`config.mk`:
```
export PLATFORM = sky130hd
export DESIGN_NAME = mpb_ctrl
export DESIGN_NICKNAME = d
export VERILOG_FILES = /design/src/rtl/mpb_pkg.sv /design/src/rtl/mpb_ctrl.sv
export SDC_FILE = /design/constraint.sdc
export NUM_CORES = 1
export LEC_CHECK = 0
export BUFFER_PORTS_ARGS = -buffer_cell sky130_fd_sc_hd__buf_2
export CORE_MARGIN = 8
export CORE_UTILIZATION = 40
export CTS_BUF_LIST = sky130_fd_sc_hd__clkbuf_4
export CTS_CLUSTER_SIZE = 8
export DETAILED_ROUTE_END_ITERATION = 10
export SLEW_MARGIN = 15
export SYNTH_ARGS = -nofsm -noshare
export SYNTH_HDL_FRONTEND = slang
export SYNTH_SLANG_ARGS = --single-unit
export TNS_END_PERCENT = 30
```
`constraint.sdc`:
```
create_clock -name clk_in -period 2.29 [get_ports clk_in]
set_clock_uncertainty 0.15 [all_clocks]
set_input_delay 0.1145 -clock clk_in [delete_from_list [all_inputs] [get_ports clk_in]]
set_output_delay 0.1145 -clock clk_in [all_outputs]
set_load 0.02 [all_outputs]
```
`src/rtl/mpb_pkg.sv`:
```
// Constants for the external memory and peripheral bus controller
package mpb_pkg;
   // ----------------------------------------
   // Widths
   // ----------------------------------------
   localparam int ADDR_W = 22;
   localparam int DATA_W = 8;
   localparam int CS_N = 4;
   localparam int BOOT_W = 16;
   localparam int WB_AW = 8;
   // ----------------------------------------
   // Register byte offsets
   // ----------------------------------------
   localparam logic [7:0] OFS_CTRL = 8'h00;
   localparam logic [7:0] OFS_ADDR = 8'h04;
   localparam logic [7:0] OFS_WDATA = 8'h08;
   localparam logic [7:0] OFS_CMD = 8'h0C;
   localparam logic [7:0] OFS_RDATA = 8'h10;
   localparam logic [7:0] OFS_BOOT = 8'h14;
   // ----------------------------------------
   // Field positions
   // ----------------------------------------
   localparam int CTRL_ACK_MODE_BIT = 0;
   localparam int CTRL_STRB_LSB = 4;
   localparam int ADDR_CS_LSB = 24;
   localparam int CMD_START_BIT = 0;
   localparam int CMD_READ_BIT = 1;
   localparam int STAT_BUSY_BIT = 0;
   localparam int STAT_DONE_BIT = 1;
   localparam int BOOT_WDOG_DIS_BIT = 11;
   // ----------------------------------------
   // Reset values
   // ----------------------------------------
   localparam logic [3:0] STRB_CYC_RST = 4'h2;
   localparam logic [15:0] BOOT_RST = 16'h0000;
   // ----------------------------------------
   // Bus cycle phases
   // ----------------------------------------
   typedef enum logic [3:0] {
      PH_IDLE = 4'b0001,
      PH_SETUP = 4'b0010,
      PH_STROBE = 4'b0100,
      PH_HOLD = 4'b1000
   } phase_t;
endpackage

```
`src/rtl/mpb_ctrl.sv`:
```
// External memory and peripheral bus controller with boot vector capture
//
// The register addresses and the Wishbone slave port were decided locally.
`timescale 1ns/1ps
// Notes on behaviour
// - Direction output high for reads from, low for writes to, an external device.
// - In wait mode, a low wait input stretches the strobe phase.
// - In acknowledge mode, a low acknowledge input ends the strobe phase.
// - Read strobe only low while the external device is expected to drive data.
// - Data pins bidirectional normally, inputs only while cold reset is held.
// - Transceiver direction output tracks transfer direction for direct connection.
// - Transceiver enable low whenever the transceiver must pass data.
// - Four low-active selects, exactly the addressed one low during a cycle.
// - 22-bit address driven; upper four bits live elsewhere as alternate functions.
// - Low-active write strobe during write transfers.
// - Names ending in _n are active low, everything else active high.
// - Boot vector bit 11 set disables watchdog after cold reset.
module mpb_ctrl
(
   // Clock and resets
   input wire logic clk_in,
   input wire logic srst_in,
   input wire logic power_on_reset_n_in,
   // Wishbone slave
   input wire logic wb_cyc_in,
   input wire logic wb_stb_in,
   input wire logic wb_we_in,
   input wire logic [mpb_pkg::WB_AW-1:0] wb_adr_in,
   input wire logic [3:0] wb_sel_in,
   input wire logic [31:0] wb_dat_in,
   output logic [31:0] wb_dat_out,
   output logic wb_ack_out,
   // External bus
   output logic [mpb_pkg::ADDR_W-1:0] ext_address_out,
   output logic [mpb_pkg::CS_N-1:0] device_selects_n_out,
   output logic read_not_write_out,
   output logic read_strobe_n_out,
   output logic write_enable_n_out,
   output logic xcvr_direction_n_out,
   output logic xcvr_output_enable_n_out,
   input wire logic wait_or_ack_n_in,
   input wire logic [mpb_pkg::DATA_W-1:0] ext_data_in,
   output logic [mpb_pkg::DATA_W-1:0] ext_data_out,
   output logic ext_data_oe_out,
   // Boot configuration
   output logic watchdog_disable_out
);
   import mpb_pkg::*;

   function automatic logic [CS_N-1:0] sel_decode_n(input logic [1:0] idx);
      sel_decode_n = ~(4'h1 << idx);
   endfunction

   // ----------------------------------------
   // Registers and state
   // ----------------------------------------
   logic rst_w;
   logic wb_req_w;
   logic ack_mode_ff;
   logic [3:0] strb_cyc_ff;
   logic [ADDR_W-1:0] addr_ff;
   logic [1:0] cs_idx_ff;
   logic [DATA_W-1:0] wdata_ff;
   logic [DATA_W-1:0] rdata_ff;
   logic rd_ff;
   logic start_ff;
   logic done_ff;
   logic [3:0] cnt_ff;
   logic [BOOT_W-1:0] shadow_ff;
   logic [BOOT_W-1:0] boot_ff;
   logic cold_prev_ff;
   phase_t phase_ff;
   phase_t nxt_phase;
   logic strobe_end_w;

   // Cold reset resets everything except the boot capture logic, which keeps the captured boot vector and the watchdog disable output
   assign rst_w = srst_in | ~power_on_reset_n_in;
   assign wb_req_w = wb_cyc_in & wb_stb_in & ~wb_ack_out;

   // ----------------------------------------
   // Wishbone slave, one wait state
   // ----------------------------------------
   always_ff @(posedge clk_in)
   begin
      if (rst_w)
      begin
         wb_ack_out <= 1'b0;
         wb_dat_out <= 32'h0000_0000;
      end
      else
      begin
         wb_ack_out <= wb_req_w;
         wb_dat_out <= 32'h0000_0000;
         if (wb_req_w && !wb_we_in)
         begin
            unique case (wb_adr_in)
               OFS_CTRL: wb_dat_out <= {24'h00_0000, strb_cyc_ff, 3'h0, ack_mode_ff};
               OFS_ADDR: wb_dat_out <= {6'h00, cs_idx_ff, 2'h0, addr_ff};
               OFS_WDATA: wb_dat_out <= {24'h00_0000, wdata_ff};
               OFS_CMD: wb_dat_out <= {30'h0000_0000, done_ff, phase_ff != PH_IDLE};
               OFS_RDATA: wb_dat_out <= {24'h00_0000, rdata_ff};
               OFS_BOOT: wb_dat_out <= {16'h0000, boot_ff};
               default: wb_dat_out <= 32'h0000_0000;
            endcase
         end
      end
   end

   always_ff @(posedge clk_in)
   begin
      if (rst_w)
      begin
         ack_mode_ff <= 1'b0;
         strb_cyc_ff <= STRB_CYC_RST;
         addr_ff <= 22'h00_0000;
         cs_idx_ff <= 2'h0;
         wdata_ff <= 8'h00;
      end
      else if (wb_req_w && wb_we_in)
      begin
         if (wb_adr_in == OFS_CTRL && wb_sel_in[0])
         begin
            ack_mode_ff <= wb_dat_in[CTRL_ACK_MODE_BIT];
            strb_cyc_ff <= wb_dat_in[CTRL_STRB_LSB +: 4];
         end
         // Address is not changed under a running cycle
         if (wb_adr_in == OFS_ADDR && phase_ff == PH_IDLE && !start_ff)
         begin
            if (wb_sel_in[0])
               addr_ff[7:0] <= wb_dat_in[7:0];
            if (wb_sel_in[1])
               addr_ff[15:8] <= wb_dat_in[15:8];
            if (wb_sel_in[2])
               addr_ff[21:16] <= wb_dat_in[21:16];
            if (wb_sel_in[3])
               cs_idx_ff <= wb_dat_in[ADDR_CS_LSB +: 2];
         end
         if (wb_adr_in == OFS_WDATA && wb_sel_in[0] && phase_ff == PH_IDLE && !start_ff)
            wdata_ff <= wb_dat_in[7:0];
      end
   end

   // Start is ignored while busy; done is sticky and set wins over clear
   always_ff @(posedge clk_in)
   begin
      if (rst_w)
      begin
         start_ff <= 1'b0;
         rd_ff <= 1'b0;
         done_ff <= 1'b0;
      end
      else
      begin
         start_ff <= 1'b0;
         if (wb_req_w && wb_we_in && wb_adr_in == OFS_CMD && wb_sel_in[0]
            && phase_ff == PH_IDLE && !start_ff && wb_dat_in[CMD_START_BIT])
         begin
            start_ff <= 1'b1;
            rd_ff <= wb_dat_in[CMD_READ_BIT];
         end
         if (phase_ff == PH_HOLD)
            done_ff <= 1'b1;
         else if (wb_req_w && wb_we_in && wb_adr_in == OFS_CMD && wb_sel_in[0]
            && wb_dat_in[STAT_DONE_BIT])
            done_ff <= 1'b0;
      end
   end

   // ----------------------------------------
   // External cycle sequencer
   // ----------------------------------------
   always_comb
   begin
      strobe_end_w = 1'b0;
      if (ack_mode_ff)
         strobe_end_w = ~wait_or_ack_n_in;
      else
         strobe_end_w = (cnt_ff <= 4'h1) & wait_or_ack_n_in;
   end

   always_comb
   begin
      nxt_phase = phase_ff;
      unique case (phase_ff)
         PH_IDLE: if (start_ff) nxt_phase = PH_SETUP;
         PH_SETUP: nxt_phase = PH_STROBE;
         PH_STROBE: if (strobe_end_w) nxt_phase = PH_HOLD;
         PH_HOLD: nxt_phase = PH_IDLE;
         default: nxt_phase = PH_IDLE;
      endcase
   end

   always_ff @(posedge clk_in)
   begin
      if (rst_w)
      begin
         phase_ff <= PH_IDLE;
         cnt_ff <= 4'h0;
      end
      else
      begin
         phase_ff <= nxt_phase;
         if (nxt_phase == PH_STROBE && phase_ff != PH_STROBE)
            cnt_ff <= strb_cyc_ff;
         else if (cnt_ff != 4'h0)
            cnt_ff <= cnt_ff - 4'h1;
      end
   end

   // Read data taken on the edge that closes the strobe
   always_ff @(posedge clk_in)
   begin
      if (rst_w)
         rdata_ff <= 8'h00;
      else if (phase_ff == PH_STROBE && strobe_end_w && rd_ff)
         rdata_ff <= ext_data_in;
   end

   // Pin outputs follow the next phase so every pin comes from a flop
   always_ff @(posedge clk_in)
   begin
      if (rst_w)
      begin
         ext_address_out <= 22'h00_0000;
         device_selects_n_out <= 4'hF;
         read_not_write_out <= 1'b1;
         read_strobe_n_out <= 1'b1;
         write_enable_n_out <= 1'b1;
         xcvr_direction_n_out <= 1'b0;
         xcvr_output_enable_n_out <= 1'b1;
         ext_data_out <= 8'h00;
         ext_data_oe_out <= 1'b0;
      end
      else
      begin
         read_strobe_n_out <= ~(nxt_phase == PH_STROBE && rd_ff);
         write_enable_n_out <= ~(nxt_phase == PH_STROBE && !rd_ff);
         if (nxt_phase == PH_IDLE)
         begin
            device_selects_n_out <= 4'hF;
            xcvr_output_enable_n_out <= 1'b1;
            ext_data_oe_out <= 1'b0;
            read_not_write_out <= 1'b1;
            xcvr_direction_n_out <= 1'b0;
         end
         else
         begin
            ext_address_out <= addr_ff;
            device_selects_n_out <= sel_decode_n(cs_idx_ff);
            read_not_write_out <= rd_ff;
            xcvr_direction_n_out <= ~rd_ff;
            xcvr_output_enable_n_out <= 1'b0;
            ext_data_out <= wdata_ff;
            ext_data_oe_out <= ~rd_ff;
         end
      end
   end

   // ----------------------------------------
   // Boot vector capture
   // ----------------------------------------
   // Eight data pins carry sixteen bits: the last two bytes seen before release,
   // high byte first. Reserved bits are stored as given, not forced.
   always_ff @(posedge clk_in)
   begin
      cold_prev_ff <= ~power_on_reset_n_in;
      if (!power_on_reset_n_in)
         shadow_ff <= {shadow_ff[7:0], ext_data_in};
      if (cold_prev_ff && power_on_reset_n_in)
      begin
         boot_ff <= shadow_ff;
         watchdog_disable_out <= shadow_ff[BOOT_WDOG_DIS_BIT];
      end
   end
endmodule

```
* Word level (Yosys, flattened, before mapping)
Index checks and enable logic that the tools add are counted.
Word-level totals: flip-flop bits (word level) 162, logic and storage cells 101
Operators by class: add/subtract/negate cells 1, magnitude comparators 1, equality and inequality tests 13, shift operators 1, multiplexer cells 11, bitwise logic cells 12, reductions and logical operators 35
Operators with widths (count):
- $pmux 26 s6 | 1
- $logic_and 1x1->1 | 20
- $eq 8x4->1 const B | 2
- $eq 8x5->1 const B | 2
- $mux 4 | 4
- $pmux 4 s3 | 1
- $reduce_and 3->1 | 4
- $eq 4x1->1 const B | 2
- $eq 4x3->1 const B | 2
- $eq 8x3->1 const B | 1
- $logic_not 8->1 | 1
- $not 1->1 | 7
- $mux 1 | 5
- $eq 4x2->1 const B | 1
- $eq 4x4->1 const B | 1
- $le 4x1->1 const B | 1
- $ne 4x1->1 const B | 1
- $ne 4x3->1 const B | 1
- $not 4->4 | 1
- $reduce_and 2->1 | 2
- $reduce_bool 2->1 | 2
- $reduce_bool 4->1 | 1
- $reduce_or 2->1 | 2
- $shl 1x2->4 const A | 1
- other kinds (4) | 8

* Depth between registers and ports, before layout
Gate-level depths: netlist (run 1).
depth after elaboration 9, mapped depth 6

* Least setup slack after synthesis (run 1)
Ideal clock, no wire load.
path kind input to register, from input port wb_adr_in[7] (netlist bit), to register addr_ff[0], arrival time 1.884 ns, data required time 2.068 ns, setup slack 0.184 ns, stages 5, path buffers 1, path through or4_1 > buf_2 > or4_4 > nor4_4 > mux2i_1
On the way: longest elaborated chain between the ends 4
RTL lines:
- from (decl) | line mpb_ctrl.sv:28 | input wire logic [mpb_pkg::WB_AW-1:0] wb_adr_in,
- $eq 8x3->1 | line mpb_ctrl.sv:127 | if (wb_adr_in == OFS_ADDR && phase_ff == PH_IDLE && !start_ff)
- $logic_and 1x1->1 (2 in a row) | line mpb_ctrl.sv:127
- $reduce_and 3->1 (no line)
- to (signal assigned) | line mpb_ctrl.sv:130 | addr_ff[7:0] <= wb_dat_in[7:0];
- to (decl) | line mpb_ctrl.sv:61 | logic [ADDR_W-1:0] addr_ff;
Every way passes these cells. A chain may end at the register's enable or synchronous reset.

* Final worst setup path (run 1)
from input port wb_adr_in[3] (netlist bit), to register cs_idx_ff[1]
On the way: longest elaborated chain between the ends 4
RTL lines:
- $eq 8x3->1 | line mpb_ctrl.sv:127
- $logic_and 1x1->1 (2 in a row) | line mpb_ctrl.sv:127
- $reduce_and 3->1 (no line)
- to (signal assigned) | line mpb_ctrl.sv:136 | cs_idx_ff <= wb_dat_in[ADDR_CS_LSB +: 2];
- to (decl) | line mpb_ctrl.sv:62 | logic [1:0] cs_idx_ff;
Every way passes these cells.

==> flow_metrics.tcl, run 1 <==
set metrics [dict create \
    grt_start_max_net_pins 31 \
    r2r_cells 6 \
    tns_ps 0 \
    maxCapViolations 0 \
    clk_path_buf_depth 2 \
    initial_core_util 0.407 \
    p_int_uw 3950 \
    relSlewSlack 0.490 \
    synth_top_area_cell "dfxtp_1" \
    wire_per_inst_um 17.4 \
    synth_common_cells "dfxtp_1 (121), nand2_1 (89), mux2i_1 (54), a21oi_1 (33), edfxtp_1 (32)" \
    clock_power_share 0.354 \
    cp-end-kind "register" \
    synth_top_area_frac 0.413 \
    final-max-slew-violation-count 0 \
    critPathMaxFanout 22 \
    cts_sinks 153 \
    setup-violations-final 0 \
    synth.area.top_cells "dfxtp_1 (41%), edfxtp_1 (16%), mux2i_1 (9.2%)" \
    pwr-share-comb 0.094 \
    synth.most_common_cell "dfxtp_1" \
    fin_nets 804 \
    syn_inst 563 \
    rsz0062_at_grt "no" \
    path_clk_slew_ps 110 \
    dr_total_vias 4849 \
    wl_um 16300 \
    p_seq_frac 0.552 \
    crit_chain "dlygate4sd3_1 -> buf_2 -> or3b_2 -> nor3_4 -> buf_12 -> nand4_1 -> dlygate4sd3_1 -> a21oi_1" \
    sw_frac_of_total 0.233 \
    core_sq_um 14400 \
    fmax_mhz 442 \
    cts_root_buffer "clkbuf_4" \
    grtUsageMet3 0.0470 \
    synth_edf_count 32 \
    gr-usage-met2 0.294 \
    finalWeightedCongestion 0.834 \
    cts_tree "done" \
    whs_path_depth 5 \
    grt.met1_usage 0.205 \
    grt_pass1_wl_um 25200 \
    syn2layout_area_growth_pct 30.4 \
    status "finished clean" \
    dp.cells 851 \
    grt_pass1_vias 4841 \
    rows 44 \
    htreeDepth 4 \
    grt.busiest_layer "met2" \
    ys.warnings.count 0 \
    hp-class "input port to register" \
    ant_nets 0 \
    path_common_cell "dlygate4sd3_1" \
    overflow 0 \
    synthDistinctLibCells 52 \
    clkLatencyLatePin_ps 550 \
    cellPowerDensity_nw_per_um2 673 \
    drt-vias-per-instance 5.16 \
    slowest_delay_ps 560 \
    fin_cells 940 \
    seq_area_frac_synth 0.577 \
    netlist_area_sq_um 5870 \
    dr.pass1.iters 5 \
    critPathKind "input port to register" \
    period_share 0.988 \
    ys_async_sr_fraction 0 \
    drt_iter0_markers 328 \
    critPathArrivalTime_ps 2590 \
    grt_usage 0.174 \
    drive_above_1_share 0.252 \
    ir_worst_vdd_mv 0.321 \
    avgSynthCellArea_sq_um 10.4 \
    required_ps 2610 \
    cts-buffers-inserted 17 \
    dpl_cell_area_sq_um 6750 \
    portBuffers 116 \
    postCtsSetupBuffers 0 \
    die_area_sq_um 18800 \
    dp_hpwl_um 11700 \
    pin_count 133 \
    fin_crit_ps 2260 \
    worst_pin_slew_ps 764 \
    p_leak_uw 0.00319 \
    final-hold-violation-count 0 \
    final_cell_area_sq_um 7650 \
    worst_setup_path_start_kind "input port" \
    power.switching_uw 1200 \
    ys_ff_latch 153 \
    die_w_um 137 \
    antenna_found_initial 1 \
    cp_slowest_cell "or3b_2" \
    drc_errors 0 \
    synth-main-ff-cell "dfxtp_1" \
    die_y_um 137 \
]
critical path, delay by kind of cell:
family          cells  cell delay [ps]
compound gates      1              170
buf+inv             4             1470
simple gates        3              820
cell usage in the layout (no fill, tap or decap), drive strengths merged, types with 22 or more instances in the layout:
cell           n
o21ai         28
dfxtp        121
nor2          28
clkbuf        22
buf          139
mux2i         54
edfxtp        32
dlygate4sd3   55
a21oi         33
nand2         89
path summary, 6_finish.rpt:
kind	start	endpoint	slack (ps)
worst max-delay path	wb_adr_in[3]	cs_idx_ff[1]$_SDFFE_PP0P_	30
worst min-delay path	wb_sel_in[0]	rd_ff$_SDFFE_PP0P_	70
worst max register to register	phase_ff[1]$_SDFF_PP0_	cs_idx_ff[1]$_SDFFE_PP0P_	130
worst min register to register	shadow_ff[15]$_DFFE_PN_	boot_ff[15]$_DFFE_PP_	280
power groups by stage:
| stage | logic [uW] | clock network [uW] | registers [uW] |
|---|---|---|---|
| after CTS | 483 | 1850 | 2840 |
| after floorplan | 288 | 0 | 2890 |
| after detailed placement | 412 | 0 | 2900 |
| after global placement | 395 | 0 | 2900 |
| after global routing | 533 | 1960 | 2850 |
| final | 485 | 1820 | 2840 |
kinds of logic after synthesis:
logic type,after synthesis,synth area share
AO/OA/AOI/OAI,87,0.0872
adder cells (fa/ha/maj),3,0.00640
multiplexers,59,0.109
other,1,0.000639
AND/OR/NAND/NOR,210,0.180
XOR/XNOR,2,0.00299
buffers and inverters,48,0.0367
flip-flops,153,0.577
through the flow:
step                setup slack [ps]  power, uW  hold WS [ps]  utilization
CTS                             4.67       5180          16.8        0.529
detailed placement               199       3310           165        0.468
finish                          27.8       5150          68.0        0.530
global placement                 213       3290           159        0.468
global route                    3.40       5350          63.3        0.530
floorplan                        184       3180          63.4            -
state kept, by name, indices dropped and copies added (netlist names), 2 cells and up:
| name | flops |
|---|---|
| strb_cyc_ff | 4 |
| shadow_ff | 16 |
| device_selects_n_out | 4 |
| wb_dat_out | 24 |
| wdata_ff | 8 |
| cnt_ff | 4 |
| ext_data_out | 8 |
| cs_idx_ff | 2 |
| ext_address_out | 22 |
| phase_ff | 4 |
| addr_ff | 22 |
| boot_ff | 16 |
| rdata_ff | 8 |
layout make-up:
class                           count  area, sq um
Clock inverter                     10          153
Clock buffer                       22          165
Multi-Input combinational cell    369         2340
Timing Repair Buffer              195         1350
Tap cell                          184          230
Antenna cell                        1         2.50
Fill cell                        1292         6770
Inverter                            6         22.5
Sequential cell                   153         3380
timing repair:
action | CTS | global route
hold buffers | 56 | 0
resized for setup | 0 | 5
endpoints found under the hold margin | 101 | 0
setup endpoints to repair | 0 | 5
metal layers:
metal / share of wire / vias to the layer above / routed length (um)
met1: 0.42 / 2310 / 6950
li1: - / 2350 / -
met4: 0.020 / 0 / 330
met2: 0.49 / 160 / 7940
met3: 0.069 / 29 / 1130
met5: 0 / - / 0
Power figures use the tool's default switching activity.
==> run 2: changes to the inputs <==
Settings changed: CORE_MARGIN 8 to 2.
==> run 2 against run 1 <==
  * Clock-buffer cell count unchanged
  * Die area down 17%
  * Design area down 2.0%
  * Sequential share of layout area up 0.89 points
  * Cell count down 0.96%
  * Critical path type is now register to register
==> flow_metrics.tcl, run 2 (synthesis results as in run 1) <==
set metrics [dict create \
    status "finished clean" \
    critPathArrivalTime_ps 2370 \
    fin_nets 797 \
    preCtsSetupSlack_ps 201 \
    clk_path_buf_depth 2 \
    required_ps 2570 \
    rsz0062_at_grt "no" \
    ant_nets 0 \
    final-max-slew-violation-count 0 \
    ir_worst_vdd_mv 0.342 \
    setup-violations-final 0 \
    fin_crit_ps 2090 \
    worst_pin_slew_ps 748 \
    portBuffers 116 \
    path_clk_slew_ps 120 \
    relSlewSlack 0.501 \
    reg2reg_from "wb_ack_out$_SDFF_PP0_" \
    grt_pass1_wl_um 24000 \
    htreeDepth 4 \
    wl_um 15400 \
    num_antenna_cells 0 \
    top_regs "wb_dat_out (24), addr_ff (22), ext_address_out (22)" \
    p_leak_uw 0.00311 \
    cts_sinks 153 \
    critPathMaxFanout 3 \
    critPathKind "register to register" \
    worst_setup_path_start_kind "register" \
    pin_count 133 \
    largest_register "wb_dat_out" \
    core_sq_um 14400 \
    largest_reg_flops 24 \
    dr.pass1.iters 4 \
    rows 44 \
    die_y_um 125 \
    ff2ff_setup_slack_ps 200 \
    drt_iter0_markers 243 \
    die_area_sq_um 15700 \
    initial_core_util 0.407 \
    postCtsSetupBuffers 0 \
    cp-end-kind "register" \
    syn2layout_area_growth_pct 27.7 \
    crit_start "wb_ack_out$_SDFF_PP0_" \
    fmax_mhz 479 \
    grt_pass1_vias 4651 \
    r2r-end "done_ff$_SDFFE_PP0P_" \
    die_w_um 125 \
    final-hold-violation-count 0 \
    cts-buffers-inserted 17 \
    mostFrequentLayoutCell "dfxtp_1" \
    maxCapViolations 0 \
    finalWeightedCongestion 0.830 \
    wire_per_inst_um 16.6 \
    cts_tree "done" \
    drive_above_1_share 0.252 \
    dr_total_vias 4826 \
    clkLatencyLatePin_ps 550 \
    grt_usage 0.196 \
    final_cell_mix "dfxtp_1 (121), buf_2 (116), nand2_1 (89)" \
    grt_start_max_net_pins 45 \
    crit_end "done_ff$_SDFFE_PP0P_" \
    antenna_found_initial 0 \
    hp-class "input port to register" \
    overflow 0 \
    setup_slack_ps 201 \
    dp_hpwl_um 11100 \
    drc_errors 0 \
    cellPowerDensity_nw_per_um2 657 \
    cts_root_buffer "clkbuf_4" \
    tns_ps 0 \
    period_share 0.912 \
    r2r_cells 5 \
    drt-vias-per-instance 5.18 \
]
## run 2: how the worst min path moves through the flow
| stage | startpoint | endpoint | slack, ps | depth (start not counted) |
|---|---|---|---|---|
| 2_1_floorplan | ext_data_in[0] | shadow_ff[0]$_DFFE_PN_ | 60 | 0 |
| 3_5_place_dp | ext_data_in[5] | shadow_ff[5]$_DFFE_PN_ | 160 | 1 |
| 6_report | wb_adr_in[1] | addr_ff[14]$_SDFFE_PP0P_ | 80 | 6 |
| 5_1_grt | ext_data_in[0] | shadow_ff[0]$_DFFE_PN_ | 80 | 2 |
| 3_3_place_gp | ext_data_in[7] | shadow_ff[7]$_DFFE_PN_ | 160 | 1 |
| 4_1_cts | wb_adr_in[1] | addr_ff[14]$_SDFFE_PP0P_ | 40 | 6 |
## run 2: metal layers
metal | up-vias | track usage | share of wire
met1 | 2296 | 0.246 | 0.45
met2 | 166 | 0.331 | 0.48
met5 | - | 0 | 0
li1 | 2339 | - | -
met3 | 25 | 0.0471 | 0.055
met4 | 0 | 0.0719 | 0.019
## run 2: stage by stage
step                      power, uW  hold WS, ps   util  cells  instance area (sq um)
after CTS                      4960         36.3  0.520    931                   7490
final                          4920         83.1  0.520    931                   7500
after detailed placement       3310          158  0.466    850                   6730
after floorplan                3180         63.4      -    570                   5890
after global placement         3290          159  0.466    850                   6730
after global routing           5130         80.5  0.520    931                   7500
## run 2: cell type report
type	count	area [sq um]
Fill cell	1328	6930
Timing Repair Buffer	188	1270
Clock buffer	22	165
Tap cell	184	230
Sequential cell	153	3380
Inverter	6	22.5
Multi-Input combinational cell	369	2320
Clock inverter	9	101
## run 2: repair_timing
item                                    in CTS  in global routing
endpoints found under the setup margin       0                  2
hold buffers                                50                  0
endpoints found under the hold margin      100                  0
resized for setup                            0                  3
## run 2: report_power, final
group | internal, uW | total, uW | switching [uW]
logic | 220 | 476 | 256
registers | 2810 | 2840 | 32.5
clock network | 698 | 1610 | 908
total | 3730 | 4920 | 1200
## run 2: worst max-delay path, cell delays in order, from the launching register on
cell,delay [ps]
dfxtp_1,350
nand3b_1,190
or4_4,460
dlygate4sd3_1,600
o21ai_1,150
a21oi_1,80
==> run 3: changes to the inputs <==
Settings changed: REMOVE_ABC_BUFFERS set to 1.
==> run 3 against run 2 <==
  * Design area is 2.0% higher
  * Critical path type is now input port to register
  * First-iteration DRC count is 57% higher
  * Register-to-register slack worse by 50 ps
  * Core utilization is 1.0 points higher
  * Fmax is 8.6% lower
  * Clock power is 20% higher
  * Highest routed layer unchanged
  * Clock-buffer cell count is 4 lower
  * Sequential share of layout area is 0.86 points lower
  * Largest cell class unchanged
  * Via count is 0.81% higher
  * Cell count is 0.75% higher
  * Die area stayed put
  * Non-clock buffer count is 5 higher
==> flow_metrics.tcl, run 3 (synthesis results as in run 1) <==
set metrics [dict create \
    dp_hpwl_um 10300 \
    syn2layout_area_growth_pct 30.2 \
    status "finished clean" \
    final_cell_mix "dfxtp_1 (121), buf_2 (116), nand2_1 (89)" \
    mostFrequentLayoutCell "dfxtp_1" \
    largest_register "wb_dat_out" \
    fin_nets 802 \
    critPathMaxFanout 15 \
    sw_frac_of_total 0.238 \
    drt_iter0_markers 381 \
    die_area_sq_um 15700 \
    htreeDepth 4 \
    wire_per_inst_um 16.0 \
    portBuffers 116 \
    clock_power_share 0.369 \
    p_leak_uw 0.00317 \
    clkLatencyLatePin_ps 580 \
    required_ps 2650 \
    worst_pin_slew_ps 724 \
    grt_usage 0.192 \
    die_y_um 125 \
    wl_um 15000 \
    ir_worst_vdd_mv 0.403 \
    hp-class "input port to register" \
    p_seq_frac 0.540 \
    drive_above_1_share 0.256 \
    multiInputGateArea_sq_um 2340 \
    cp_slowest_cell "dlygate4sd3_1" \
    final-hold-violation-count 0 \
    worst_setup_path_start_kind "input port" \
    setup-violations-final 0 \
    clk_path_buf_depth 2 \
    relSlewSlack 0.517 \
    dr_total_vias 4865 \
    rows 44 \
    drc_errors 0 \
    maxCapViolations 0 \
    crit_cells 9 \
    pin_count 133 \
    critPathKind "input port to register" \
    postCtsSetupBuffers 0 \
    dr.pass1.iters 5 \
    cts_tree "done" \
    initial_core_util 0.407 \
    whs_path_depth 4 \
    cts_sinks 153 \
    crit_family "buffers and inverters" \
    largest_reg_flops 24 \
    path_clk_slew_ps 120 \
    cellPowerDensity_nw_per_um2 688 \
    fin_crit_ps 2290 \
    finalWeightedCongestion 0.821 \
    slowest_delay_ps 560 \
    grt_pass1_wl_um 23800 \
    fmax_mhz 437 \
    r2r_cells 5 \
    regArea_sq_um 3380 \
    critPathArrivalTime_ps 2650 \
    pwr-share-comb 0.091 \
    power.switching_uw 1250 \
    drt-vias-per-instance 5.19 \
    cts-buffers-inserted 17 \
    overflow 0 \
    grt_pass1_vias 4671 \
    ant_nets 0 \
    die_w_um 125 \
    crit_buf_inv 5 \
    grt_start_max_net_pins 31 \
    crit_chain "dlygate4sd3_1 -> buf_2 -> or4_4 -> buf_4 -> dlygate4sd3_1 -> nor2_1 -> nand3_1 -> buf_6 -> nor2_1" \
    rsz0062_at_grt "yes" \
    p_int_uw 4010 \
    antenna_found_initial 0 \
    final_cell_area_sq_um 7640 \
    cts_root_buffer "clkbuf_4" \
    fin_util 0.530 \
    final-max-slew-violation-count 0 \
    dpl_cell_area_sq_um 6730 \
    top_regs "wb_dat_out (24), addr_ff (22), ext_address_out (22)" \
    fillCellCount 1296 \
    cp-end-kind "register" \
    period_share 0.998 \
    core_sq_um 14400 \
]
==> run 3: area by class of cell <==
class	count	share of cell area
Sequential cell	153	0.443
Multi-Input combinational cell	369	0.306
Timing Repair Buffer	193	0.173
Tap cell	184	0.0301
Clock inverter	14	0.0267
Clock buffer	18	0.0177
Inverter	6	0.00295
Antenna cell	1	0.000327
==> run 3: power groups by stage <==
stage	registers [uW]	logic, uW	clock network [uW]
2_1_floorplan	2890	258	0
3_3_place_gp	2890	391	0
3_5_place_dp	2900	401	0
4_1_cts	2840	475	1970
5_1_grt	2850	529	2050
6_report	2840	478	1940
==> run 3: final timing paths <==
| path | end | slack (ps) | start |
|---|---|---|---|
| max | wb_dat_out[5]$_SDFF_PP0_ | 4 | wb_adr_in[7] |
| min | start_ff$_SDFF_PP0_ | 80 | wb_adr_in[4] |
| max reg2reg | addr_ff[2]$_SDFFE_PP0P_ | 150 | wb_ack_out$_SDFF_PP0_ |
| min reg2reg | boot_ff[8]$_DFFE_PP_ | 280 | shadow_ff[8]$_DFFE_PN_ |
==> run 3: per-layer routing <==
layer / part of all wire / GRT usage
met1: 0.45 / 0.252
met2: 0.47 / 0.307
met3: 0.062 / 0.0479
met4: 0.018 / 0.0745
met5: 0 / 0
==> run 3: worst min-delay path, stage by stage <==
cell      delay (ps)
buf_2            250
and4b_1          250
nand3b_1         100
nor3_1            50
==> run 3: repair_timing <==
item / CTS / global route
setup endpoints to repair: 0 / 18
hold endpoints to repair: 108 / 0
hold buffers: 55 / 0
resized for setup: 0 / 5
==> run 3: per-stage QoR <==
step / setup TNS, ps / hold WS [ps] / worst slack (ps) / cells / total power, uW
after global placement: 0 / 178 / 248 / 851 / 3290
after floorplan: -66440 / 63.4 / -1070 / 528 / 3150
final: 0 / 77.7 / 3.97 / 938 / 5260
after CTS: 0 / 51.4 / 9.45 / 938 / 5280
after detailed placement: 0 / 172 / 197 / 851 / 3300
after global routing: -109 / 110 / -19.7 / 937 / 5430
